**config.mk**
```make
export PLATFORM = sky130hd
export DESIGN_NAME = tsr_readout_regs
export DESIGN_NICKNAME = d
export VERILOG_FILES = /design/src/tsr_pkg.sv /design/src/tsr_readout_regs.sv
export SDC_FILE = /design/constraint.sdc
export NUM_CORES = 1
export LEC_CHECK = 0
export BUFFER_PORTS_ARGS = -buffer_cell sky130_fd_sc_hd__buf_2
export CORE_ASPECT_RATIO = 0.5
export CORE_UTILIZATION = 55
export DETAILED_ROUTE_END_ITERATION = 6
export HOLD_SLACK_MARGIN = 0.1
export PLACE_DENSITY_LB_ADDON = 0.2
export SLEW_MARGIN = 0
export SYNTH_ARGS = -nofsm -noshare
export SYNTH_HDL_FRONTEND = slang
export SYNTH_SLANG_ARGS = --single-unit
```
**constraint.sdc**
```tcl
create_clock -name REF_CLK_I -period 4.1 [get_ports REF_CLK_I]
set_input_delay 0.615 -clock REF_CLK_I [delete_from_list [all_inputs] [get_ports REF_CLK_I]]
set_output_delay 0.615 -clock REF_CLK_I [all_outputs]
set_load 0.02 [all_outputs]
```
**src/tsr_pkg.sv**
```systemverilog
`default_nettype none
package tsr_pkg;

  ////////////////////////////////////////////////////////////////////////////
  // register offsets
  localparam logic [7:0] OFF_LOCK = 8'h79;
  localparam logic [7:0] OFF_STATUS = 8'h7b;
  localparam logic [7:0] OFF_ADDR = 8'h7c;
  localparam logic [7:0] OFF_SEL = 8'h81;
  localparam logic [7:0] OFF_BL_HI = 8'h82;
  localparam logic [7:0] OFF_BL_LO = 8'h83;
  localparam logic [7:0] OFF_DIF_HI = 8'h84;
  localparam logic [7:0] OFF_DIF_LO = 8'h85;
  localparam logic [7:0] OFF_RAW_HI = 8'h86;
  localparam logic [7:0] OFF_RAW_LO = 8'h87;
  localparam logic [7:0] OFF_ON = 8'h88;

  ////////////////////////////////////////////////////////////////////////////
  // field positions
  localparam int ADDR_PULLUP_BIT = 7;
  localparam int SEL_RDEN_BIT = 7;
  localparam logic [1:0] SEL_BTN1 = 2'h1;
  localparam logic [1:0] SEL_BTN2 = 2'h2;

  ////////////////////////////////////////////////////////////////////////////
  // lock sequences
  localparam logic [7:0] UNLOCK_B0 = 8'h3c;
  localparam logic [7:0] UNLOCK_B1 = 8'ha5;
  localparam logic [7:0] UNLOCK_B2 = 8'h69;
  localparam logic [7:0] LOCK_B0 = 8'h96;
  localparam logic [7:0] LOCK_B1 = 8'h5a;
  localparam logic [7:0] LOCK_B2 = 8'hc3;

  ////////////////////////////////////////////////////////////////////////////
  // reset values, unmapped read value and bits per byte
  localparam logic [7:0] ADDR_RST = 8'h00;
  localparam logic [7:0] SEL_RST = 8'h00;
  localparam logic LOCK_RST = 1'b0;
  localparam logic [7:0] UNMAPPED_VAL = 8'h00;
  localparam logic [3:0] BITS_PER_BYTE = 4'h8;

  ////////////////////////////////////////////////////////////////////////////
  // carriers
  typedef struct packed {
    logic [1:0] supply_range_code;
    logic internal_reset_flag;
    logic factory_defaults_loaded;
    logic low_voltage_write_inhibit;
    logic sensing_enabled_flag;
    logic output_enabled_flag;
  } tsr_status_type;

  typedef struct packed {
    logic [15:0] baseline_value;
    logic [15:0] delta_count;
    logic [15:0] raw_count;
  } tsr_scan_type;

  typedef enum logic [6:0] {
    ST_IDLE = 7'h01,
    ST_ADDR = 7'h02,
    ST_AACK = 7'h04,
    ST_WBYTE = 7'h08,
    ST_WACK = 7'h10,
    ST_RBYTE = 7'h20,
    ST_RACK = 7'h40
  } tsr_state_type;

  typedef struct packed {
    logic scl_m;
    logic scl_s;
    logic scl_d;
    logic sda_m;
    logic sda_s;
    logic sda_d;
    tsr_state_type state;
    logic [3:0] cnt;
    logic [7:0] shift;
    logic [7:0] ptr;
    logic first;
    logic rd;
    logic sda_oen;
    logic address_lock_flag;
    logic [1:0] unlock_step;
    logic [1:0] lock_step;
    logic [7:0] addr_stage;
    logic [7:0] addr_live;
    logic [7:0] sel;
  } tsr_regs_type;

endpackage
`default_nettype wire

```
**src/tsr_readout_regs.sv**
```systemverilog
// Functional notes
// - status bits 7:6 report detected supply range code
// - status bit 5 flags last reset as internal
// - status bit 4 flags factory defaults loaded at power-up
// - status bit 3 flags low supply; nonvolatile writes then blocked
// - status bit 1 shows sensing function enabled
// - status bit 0 shows digital output function enabled
// - address register bit 7 set disables bus pull-ups
// - address register bits 6:0 hold the bus slave address
// - address register writes ignored while locked
// - written address and pull-up apply only when relocked
// - select bit 7 enables scan result readout
// - select field must be one-hot, otherwise write discarded
// - selection only accepted for pins configured as sensing inputs
// - results at 82h..87h show only the selected input
// - baseline high byte at 82h, low byte at 83h
// - difference count split into high and low read-only bytes
// - raw count split into high and low read-only bytes
// - register 88h shows one on bit per button
// - lock tracks 3Ch A5h 69h unlock and 96h 5Ah C3h lock
`timescale 1ns/1ps
`default_nettype none
module tsr_readout_regs
  import tsr_pkg::*;
#(
  parameter int NBTN = 2
) (
  // clock and reset
  input wire logic REF_CLK_I,
  input wire logic RSTN_I,
  // serial bus pins
  input wire logic SCL_I,
  input wire logic SDA_I,
  output logic SDA_O,
  output logic SDA_OEN_O,
  output logic PULLUP_DISABLE_O,
  output logic [6:0] SLAVE_ADDR_O,
  // device core status
  input wire tsr_status_type STATUS_I,
  input wire logic NVM_WRITE_REQ_I,
  output logic NVM_WRITE_GO_O,
  // sensing core results
  input wire logic [1:0] SENSE_MASK_I,
  input wire tsr_scan_type [1:0] SCAN_I,
  input wire logic [1:0] BUTTON_ON_I,
  output logic READOUT_ENABLE_O,
  output logic [1:0] BUTTON_SELECT_O
);

  if (NBTN < 1 || NBTN > 2) begin : g_nbtn_check
    $error("NBTN must be 1 or 2");
  end

  localparam logic [1:0] BTN_MASK = (NBTN == 2) ? 2'h3 : 2'h1;

  tsr_regs_type r;
  tsr_regs_type n;

  logic scl_rise;
  logic scl_fall;
  logic start_c;
  logic stop_c;
  logic [7:0] rdata;
  logic [7:0] wdata;
  logic do_write;
  tsr_scan_type sel_scan;
  logic sel_valid;
  logic [7:0] unlock_exp;
  logic [7:0] lock_exp;

  ////////////////////////////////////////////////////////////////////////////
  // bus events from synchronised pins
  assign scl_rise = r.scl_s & ~r.scl_d;
  assign scl_fall = ~r.scl_s & r.scl_d;
  // start and stop only while scl is high
  assign start_c = r.scl_s & r.scl_d & r.sda_d & ~r.sda_s;
  assign stop_c = r.scl_s & r.scl_d & ~r.sda_d & r.sda_s;

  ////////////////////////////////////////////////////////////////////////////
  // read data mux
  assign sel_scan = SCAN_I[r.sel[1]];
  assign sel_valid = r.sel[SEL_RDEN_BIT] & (r.sel[1:0] != 2'h0);

  always_comb begin
    rdata = UNMAPPED_VAL;
    unique case (r.ptr)
      OFF_LOCK: begin
        rdata = {7'h00, r.address_lock_flag};
      end
      OFF_STATUS: begin
        rdata = {STATUS_I.supply_range_code,
                 STATUS_I.internal_reset_flag,
                 STATUS_I.factory_defaults_loaded,
                 STATUS_I.low_voltage_write_inhibit,
                 1'b0,
                 STATUS_I.sensing_enabled_flag,
                 STATUS_I.output_enabled_flag};
      end
      OFF_ADDR: begin
        rdata = r.addr_stage;
      end
      OFF_SEL: begin
        rdata = r.sel;
      end
      OFF_BL_HI: begin
        rdata = sel_valid ? sel_scan.baseline_value[15:8] : UNMAPPED_VAL;
      end
      OFF_BL_LO: begin
        rdata = sel_valid ? sel_scan.baseline_value[7:0] : UNMAPPED_VAL;
      end
      OFF_DIF_HI: begin
        rdata = sel_valid ? sel_scan.delta_count[15:8] : UNMAPPED_VAL;
      end
      OFF_DIF_LO: begin
        rdata = sel_valid ? sel_scan.delta_count[7:0] : UNMAPPED_VAL;
      end
      OFF_RAW_HI: begin
        rdata = sel_valid ? sel_scan.raw_count[15:8] : UNMAPPED_VAL;
      end
      OFF_RAW_LO: begin
        rdata = sel_valid ? sel_scan.raw_count[7:0] : UNMAPPED_VAL;
      end
      OFF_ON: begin
        rdata = {6'h00, BUTTON_ON_I & BTN_MASK};
      end
      default: begin
        rdata = UNMAPPED_VAL;
      end
    endcase
  end

  ////////////////////////////////////////////////////////////////////////////
  // lock sequence trackers: next byte each one expects
  always_comb begin
    unique case (r.unlock_step)
      2'h0: begin
        unlock_exp = UNLOCK_B0;
      end
      2'h1: begin
        unlock_exp = UNLOCK_B1;
      end
      default: begin
        unlock_exp = UNLOCK_B2;
      end
    endcase
    unique case (r.lock_step)
      2'h0: begin
        lock_exp = LOCK_B0;
      end
      2'h1: begin
        lock_exp = LOCK_B1;
      end
      default: begin
        lock_exp = LOCK_B2;
      end
    endcase
  end

  ////////////////////////////////////////////////////////////////////////////
  // next state
  always_comb begin
    n = r;
    wdata = r.shift;
    do_write = 1'b0;
    n.scl_m = SCL_I;
    n.scl_s = r.scl_m;
    n.scl_d = r.scl_s;
    n.sda_m = SDA_I;
    n.sda_s = r.sda_m;
    n.sda_d = r.sda_s;

    if (stop_c) begin
      n.state = ST_IDLE;
      n.sda_oen = 1'b1;
    end else if (start_c) begin
      n.state = ST_ADDR;
      n.cnt = 4'h0;
      n.first = 1'b1;
      n.sda_oen = 1'b1;
    end else begin
      unique case (r.state)
        ST_IDLE: begin
          n.sda_oen = 1'b1;
        end
        ST_ADDR, ST_WBYTE: begin
          if (scl_rise) begin
            n.shift = {r.shift[6:0], r.sda_s};
            n.cnt = r.cnt + 4'h1;
          end else if (scl_fall && r.cnt == BITS_PER_BYTE) begin
            if (r.state == ST_ADDR) begin
              if (r.shift[7:1] == r.addr_live[6:0]) begin
                n.rd = r.shift[0];
                n.sda_oen = 1'b0;
                n.state = ST_AACK;
              end else begin
                n.state = ST_IDLE;
              end
            end else begin
              if (r.first) begin
                n.ptr = r.shift;
                n.first = 1'b0;
              end else begin
                do_write = 1'b1;
                n.ptr = r.ptr + 8'h01;
              end
              n.sda_oen = 1'b0;
              n.state = ST_WACK;
            end
          end
        end
        ST_AACK, ST_WACK: begin
          if (scl_fall) begin
            n.cnt = 4'h0;
            if (r.state == ST_AACK && r.rd) begin
              n.shift = rdata;
              n.sda_oen = rdata[7];
              n.ptr = r.ptr + 8'h01;
              n.state = ST_RBYTE;
            end else begin
              n.sda_oen = 1'b1;
              n.state = ST_WBYTE;
            end
          end
        end
        ST_RBYTE: begin
          if (scl_rise) begin
            n.cnt = r.cnt + 4'h1;
          end else if (scl_fall) begin
            if (r.cnt == BITS_PER_BYTE) begin
              n.sda_oen = 1'b1;
              n.state = ST_RACK;
            end else begin
              n.shift = {r.shift[6:0], 1'b0};
              n.sda_oen = r.shift[6];
            end
          end
        end
        ST_RACK: begin
          if (scl_rise) begin
            n.rd = ~r.sda_s;
          end else if (scl_fall) begin
            n.cnt = 4'h0;
            if (r.rd) begin
              n.shift = rdata;
              n.sda_oen = rdata[7];
              n.ptr = r.ptr + 8'h01;
              n.state = ST_RBYTE;
            end else begin
              n.state = ST_IDLE;
            end
          end
        end
      endcase
    end

    //////////////////////////////////////////////////////////////////////////
    // register writes
    if (do_write) begin
      unique case (r.ptr)
        OFF_LOCK: begin
          // a mismatching byte restarts each tracker
          if (wdata == unlock_exp) begin
            n.unlock_step = r.unlock_step + 2'h1;
          end else begin
            n.unlock_step = (wdata == UNLOCK_B0) ? 2'h1 : 2'h0;
          end
          if (wdata == lock_exp) begin
            n.lock_step = r.lock_step + 2'h1;
          end else begin
            n.lock_step = (wdata == LOCK_B0) ? 2'h1 : 2'h0;
          end
          if (r.unlock_step == 2'h2 && wdata == UNLOCK_B2) begin
            n.address_lock_flag = 1'b0;
            n.unlock_step = 2'h0;
          end
          // staged address applies only when a relock completes
          if (r.lock_step == 2'h2 && wdata == LOCK_B2) begin
            n.address_lock_flag = 1'b1;
            n.lock_step = 2'h0;
            if (!r.address_lock_flag) begin
              n.addr_live = r.addr_stage;
            end
          end
        end
        OFF_ADDR: begin
          if (!r.address_lock_flag) begin
            n.addr_stage = wdata;
          end
        end
        OFF_SEL: begin
          if ((wdata[1:0] == SEL_BTN1 || wdata[1:0] == SEL_BTN2) &&
              (wdata[1:0] & BTN_MASK) != 2'h0 &&
              (wdata[1:0] & SENSE_MASK_I) != 2'h0) begin
            n.sel = {wdata[7], 5'h00, wdata[1:0]};
          end
        end
        default: begin
          n.sel = r.sel;
        end
      endcase
    end
  end

  ////////////////////////////////////////////////////////////////////////////
  // state register
  always_ff @(posedge REF_CLK_I) begin
    if (!RSTN_I) begin
      r <= '{
        scl_m: 1'b1,
        scl_s: 1'b1,
        scl_d: 1'b1,
        sda_m: 1'b1,
        sda_s: 1'b1,
        sda_d: 1'b1,
        state: ST_IDLE,
        cnt: 4'h0,
        shift: 8'h00,
        ptr: 8'h00,
        first: 1'b0,
        rd: 1'b0,
        sda_oen: 1'b1,
        address_lock_flag: LOCK_RST,
        unlock_step: 2'h0,
        lock_step: 2'h0,
        addr_stage: ADDR_RST,
        addr_live: ADDR_RST,
        sel: SEL_RST
      };
    end else begin
      r <= n;
    end
  end

  ////////////////////////////////////////////////////////////////////////////
  // outputs
  // open drain: the device only ever pulls low
  assign SDA_O = 1'b0;
  assign SDA_OEN_O = r.sda_oen;
  assign PULLUP_DISABLE_O = r.addr_live[ADDR_PULLUP_BIT];
  assign SLAVE_ADDR_O = r.addr_live[6:0];
  assign NVM_WRITE_GO_O = NVM_WRITE_REQ_I & ~STATUS_I.low_voltage_write_inhibit;
  assign READOUT_ENABLE_O = r.sel[SEL_RDEN_BIT];
  assign BUTTON_SELECT_O = r.sel[1:0];

endmodule
`default_nettype wire

```
==> results.py, run 1 <==
metrics = {
    "run_status": {
        "status": "completed",
    },
    "clocking": {
        "holdBufCountCts": 0,
        "cts_tree": "built",
        "post_cts.repair.setup_buffers": 0,
        "htree_levels": 3,
        "path_clk_slew_ns": 0.05,
        "clockRootBuffer": "clkbuf_16",
        "cts_made_buffers": 9,
        "clockBufferDepth": 2,
        "clock_sinks": 60,
        "insertion_delay_ns": 0.33,
        "ctsResizeCount": 0,
    },
    "pwr": {
        "pwr-share-seq_pct": 38.9,
        "switching_share_pct": 21.4,
        "intPower_uw": 1200,
        "clock_power_share_pct": 53.1,
        "comb_power_share_pct": 7.9,
        "ir_worst_vdd_v": 0.000228,
        "power.leakage_uw": 0.00220,
        "power_density_nw_per_um2": 273,
        "power_switching_uw": 327,
        "totalPowerFinal_uw": 1530,
    },
    "logic_synthesis": {
        "synth_simple_gate_area_share_pct": 25.0,
        "yosysTopAreaCell": "dfxtp_1",
        "synth_top_family_by_area": "simple AND/OR/NAND/NOR gates",
        "synth_area_leaders": "dfxtp_1, mux2_2, mux2i_1, ha_1, nor2_1",
        "synth-seq-cells": 60,
        "netlist_instances": 595,
        "synth_enable_flop_cells": 0,
        "synth_xor_area_share_pct": 1.85,
        "ys_seq_area_share_pct": 25.3,
        "ys_types": 73,
        "synthAdderAreaFrac_pct": 4.75,
        "yosysWarnings": 0,
        "synth_area_per_cell_sq_um": 7.96,
        "ys.flop_type": "dfxtp_1",
        "synth_mux_area_share_pct": 14.6,
        "synth_compound_area_share_pct": 22.2,
        "synthArstFlopShare_pct": 0,
        "synth_area_sq_um": 4740,
        "synth_top_area_share_pct": 25.3,
        "syn_nets": 725,
    },
    "layout": {
        "final_nets": 813,
        "final_area_sq_um": 5610,
        "fill_cells": 699,
        "antenna_cells": 0,
        "drive_gt1_share_pct": 28.2,
        "area_delta_synth_final_pct": 18.3,
    },
    "worst_setup_path": {
        "crit_type": "reg2reg",
        "critical_path.max_fanout": 15,
        "r2r_slack_ns": 1.36,
        "r2r_start": "r[33]",
        "endpoint": "SLAVE_ADDR_O[3]",
        "cp.required_ns": 4.31,
        "critPathArrivalTime_ns": 2.94,
        "end_kind": "register",
        "r2r_end": "SLAVE_ADDR_O[3]",
        "crit_path_start": "r[33]",
        "r2r_cells": 7,
        "critPathLaunchType": "register",
    },
    "timing": {
        "max-slew-margin-rel_pct": 33.6,
        "setup-violations-final": 0,
        "finalHoldViolations": 0,
        "worst_pin_slew_ns": 0.997,
        "rsz0062_at_grt": "false",
        "slew_viol_final": 0,
        "fin_skew_ns": 0.00593,
        "finalSetupTns_ns": 0,
        "timing.final.ws_setup_ns": 1.36,
        "min_period_ns": 2.74,
        "max_freq_mhz": 365,
        "finalCritPeriodShare_pct": 66.8,
    },
    "grt": {
        "gr-total-overflow": 0,
        "grt_max_degree": 50,
        "globalRouteTotalUtil_pct": 31.0,
        "grt_pass1_wl_um": 21700,
        "grt_pass1_vias": 4395,
        "antenna_found_initial": 0,
    },
    "drt": {
        "first_pass_iters": 5,
        "num_vias": 4895,
        "vias_per_cell": 6.12,
        "drtIter0Drc": 454,
        "drt-total-wl_um": 14000,
        "avgRoutedWirePerCell_um": 17.5,
        "drc": 0,
        "antenna_left": 0,
    },
    "place": {
        "gp_congestion": 0.970,
        "dp_hpwl_um": 10500,
        "port_buffers": 124,
        "postPlaceCellArea_sq_um": 5290,
        "preCtsSetupSlack_ns": 1.41,
    },
    "floorplanning": {
        "num_rows": 23,
        "core_area_sq_um": 8170,
        "start_util_pct": 58.0,
        "dieArea_sq_um": 9010,
        "fp.dieW_um": 133,
        "boundaryPins": 126,
        "chipHeight_um": 67.6,
    },
    "flow_run": {
        "maxCapViolations": 0,
    },
    "worst_hold_path": {
        "min_path_type": "reg2reg",
    },
}
critical path: stages, from the launching register on:
cell and delay [ns]:
dfxtp_1 0.38, inv_1 0.12, ha_1 0.55, nand3_1 0.24, or4_4 0.54, nor3_4 0.47
mux2i_1 0.24, nor2_1 0.06
synthesized netlist by cell type, drive strengths merged (11+ instances only):
cell,instances
nand2,53
nor3,12
ha,18
nand3,18
clkbuf,36
a22oi,16
dfxtp,60
a21oi,29
o21ai,34
nor2,57
inv,11
buf,16
mux2,40
mux2i,24
a31oi,15
worst min path at each step:
stage	endpoint	from	cells past startpoint	slack [ns]
after floorplan	n[59]	n[60]	1	0.39
after global placement	n[62]	n[63]	1	0.39
after detailed placement	n[62]	n[63]	1	0.39
after CTS	n[62]	n[63]	1	0.41
after global routing	n[62]	n[63]	1	0.41
final	n[62]	n[63]	1	0.41
power groups by stage:
| stage | sequential, uW | clock (uW) | combinational, uW |
|---|---|---|---|
| finish | 596 | 813 | 122 |
| global route | 596 | 850 | 132 |
| CTS | 596 | 820 | 121 |
| detailed placement | 608 | 0 | 120 |
| global placement | 608 | 0 | 118 |
| floorplan | 604 | 0 | 58.3 |
layout by cell type (no fill, tap or decap), types with 18 or more instances in the layout:
cell type | Yosys | routed
mux2_2 | 40 | 40
dfxtp_1 | 60 | 59
a21oi_1 | 29 | 29
o21ai_0 | 31 | 31
mux2i_1 | 24 | 24
nor2_1 | 57 | 57
buf_2 | 2 | 124
nand2_1 | 53 | 53
ha_1 | 18 | 18
nand3_1 | 18 | 18
cell families after synthesis:
kind of cell / count (synthesis)
muxes: 64
xor gates and xnor gates: 10
AOI/OAI and AO/OA: 157
adders and majority gates: 18
other: 1
buffers and inverters: 64
DFF: 60
and+or+nand+nor: 221
cell type report:
cell class	count	area [sq um]	share of cell area (%)
clock buffer	12	246	4.40
clock inverter	4	72.6	1.29
inverter	12	45.0	0.803
multi-input combinational	471	3240	57.8
sequential	60	1200	21.4
tap	112	140	2.50
timing repair buffer	129	658	11.7
layer usage:
layer,global-route usage (%),part of all wire (%),up-vias
met5,0,0,-
met4,9.66,1.5,0
met3,8.26,8.6,30
met2,52.3,46,205
met1,39.1,44,2300
li1,-,-,2360
registers in the layout, indices dropped and copies added, names as in the netlist:
| signal | count |
|---|---|
| r | 36 |
| SLAVE_ADDR_O | 7 |
| n | 4 |
| SDA_OEN_O | 1 |
| BUTTON_SELECT_O | 2 |
| PULLUP_DISABLE_O | 1 |
| wdata | 8 |
| READOUT_ENABLE_O | 1 |
per-stage QoR:
stage,instances,hold WS (ns),utilization (%)
floorplan,595,0.386,-
global placement,784,0.388,64.7
detailed placement,784,0.394,64.7
CTS,800,0.406,68.6
global route,800,0.411,68.6
finish,800,0.406,68.6
(Power assumes the default switching activity.)
==> inputs of run 2 (changes only) <==
CORE_UTILIZATION = 54   (was 55)
clock period = 2.7 ns   (was 4.1 ns; I/O delays follow)
==> results.py, run 2 (synthesis gave the netlist of run 1 again) <==
metrics = {
    "run_status": {
        "status": "completed",
    },
    "layout": {
        "drive_gt1_share_pct": 30.6,
        "multi_input_area_sq_um": 3240,
        "final-seq-area_sq_um": 1200,
        "fill_cells": 732,
        "largest_register_ffs": 36,
        "final_common_cell": "buf_2",
        "final_cell_mix": "buf_2, dfxtp_1, nor2_1",
        "final_nets": 840,
        "top_register": "r",
        "antenna_cells": 0,
        "area_delta_synth_final_pct": 21.7,
    },
    "floorplanning": {
        "dieArea_sq_um": 9180,
        "fp.dieW_um": 134,
        "num_rows": 23,
        "core_area_sq_um": 8260,
        "chipHeight_um": 68.2,
        "start_util_pct": 57.4,
        "boundaryPins": 126,
    },
    "worst_setup_path": {
        "r2r_cells": 6,
        "end_kind": "register",
        "r2r_start": "r[56]",
        "endpoint": "BUTTON_SELECT_O[1]",
        "crit_path_start": "r[56]",
        "crit_chain": "nor4_4, nand4bb_1, or3_1, or4_1, mux2i_1, nor2_1",
        "r2r_slack_ns": 0.21,
        "cp.required_ns": 2.91,
        "critical_path.max_fanout": 10,
        "r2r_end": "BUTTON_SELECT_O[1]",
        "max_stage_delay_ns": 0.65,
        "crit_type": "reg2reg",
        "crit_slowest_cell": "or4_1",
        "critPathLaunchType": "register",
        "critPathArrivalTime_ns": 2.71,
    },
    "pwr": {
        "pwr-share-seq_pct": 42.5,
        "intPower_uw": 1640,
        "comb_power_share_pct": 8.9,
        "power.leakage_uw": 0.00232,
        "clock_power_share_pct": 48.6,
        "ir_worst_vdd_v": 0.000360,
        "power_density_nw_per_um2": 369,
        "power_switching_uw": 484,
        "totalPowerFinal_uw": 2130,
        "switching_share_pct": 22.7,
    },
    "grt": {
        "grt_max_degree": 27,
        "gr-total-overflow": 0,
        "antenna_found_initial": 0,
        "globalRouteTotalUtil_pct": 30.7,
        "grt_pass1_vias": 4435,
        "grt_pass1_wl_um": 21700,
    },
    "drt": {
        "avgRoutedWirePerCell_um": 17.3,
        "top_layer": "met4",
        "wl_met3_um": 1270,
        "antenna_left": 0,
        "drt-total-wl_um": 14300,
        "vias_per_cell": 6.14,
        "first_pass_iters": 5,
        "wirelength_met1_um": 6250,
        "wl_met2_um": 6580,
        "drc": 0,
        "drtIter0Drc": 490,
        "num_vias": 5077,
    },
    "timing": {
        "setup-violations-final": 0,
        "min_period_ns": 2.49,
        "max-slew-margin-rel_pct": 51.4,
        "timing.final.ws_setup_ns": 0.206,
        "finalSetupTns_ns": 0,
        "fin_skew_ns": 0.00611,
        "rsz0062_at_grt": "false",
        "max_freq_mhz": 401,
        "slew_viol_final": 0,
        "worst_pin_slew_ns": 0.722,
        "finalHoldViolations": 0,
        "fin_hold_ws_ns": 0.251,
        "finalCritPeriodShare_pct": 92.4,
    },
    "clocking": {
        "htree_levels": 3,
        "cts_made_buffers": 9,
        "cts_tree": "built",
        "clockRootBuffer": "clkbuf_16",
        "ctsResizeCount": 0,
        "clock_sinks": 60,
        "holdBufCountCts": 0,
        "path_clk_slew_ns": 0.05,
        "post_cts.repair.setup_buffers": 0,
        "insertion_delay_ns": 0.34,
        "clockBufferDepth": 2,
    },
    "worst_hold_path": {
        "worstHoldStart": "SCL_I",
        "min_path_type": "in2reg",
        "hold_depth": 2,
    },
    "flow_run": {
        "maxCapViolations": 0,
    },
    "place": {
        "preCtsSetupSlack_ns": 0.262,
        "gp_congestion": 0.957,
        "port_buffers": 124,
        "dp_hpwl_um": 10900,
    },
}
-- run 2: cell types whose count changed in the layout (fill, tap and decap cells not counted), sizes merged --
cell and delta:
bufinv -2, clkinvlp -1, buf +27, clkbuf +2, clkinv +1
-- run 2: cell type report --
class,count,share of cell area (%)
sequential,60,20.9
inverter,12,0.781
clock inverter,2,0.174
multi-input combinational,471,56.2
timing repair buffer,156,15.1
clock buffer,14,4.40
tap,112,2.43
-- run 2: stage by stage --
stage / util (%) / area [sq um] / cells
after detailed placement: 66.6 / 5500 / 811
after global placement: 66.6 / 5500 / 811
after global routing: 69.8 / 5770 / 827
after CTS: 69.8 / 5770 / 827
final: 69.8 / 5770 / 827
after floorplan: - / 4740 / 595
-- run 2: worst min-delay path by stage --
stage and to:
3_3_place_gp n[62], 6_report n[63], 2_1_floorplan n[59], 4_1_cts n[63], 5_1_grt n[63], 3_5_place_dp n[62]
-- run 2: power by group through the flow --
stage | logic, uW | registers [uW] | clock network (uW)
finish | 190 | 904 | 1030
detailed placement | 188 | 921 | 0
floorplan | 88.5 | 917 | 0
global route | 206 | 903 | 1080
CTS | 188 | 903 | 1040
global placement | 186 | 921 | 0
-- run 2: metal layers --
layer | track usage, % | vias to the layer above
met5 | 0 | -
met4 | 8.01 | 0
met3 | 6.89 | 30
met2 | 53.3 | 254
met1 | 39.3 | 2367
li1 | - | 2426
-- run 2: critical path, delay by kind of cell, from the launching register on --
kind	cells	cell delay [ns]
and+or+nand+nor	5	1.75
DFF	1	0.41
muxes	1	0.21
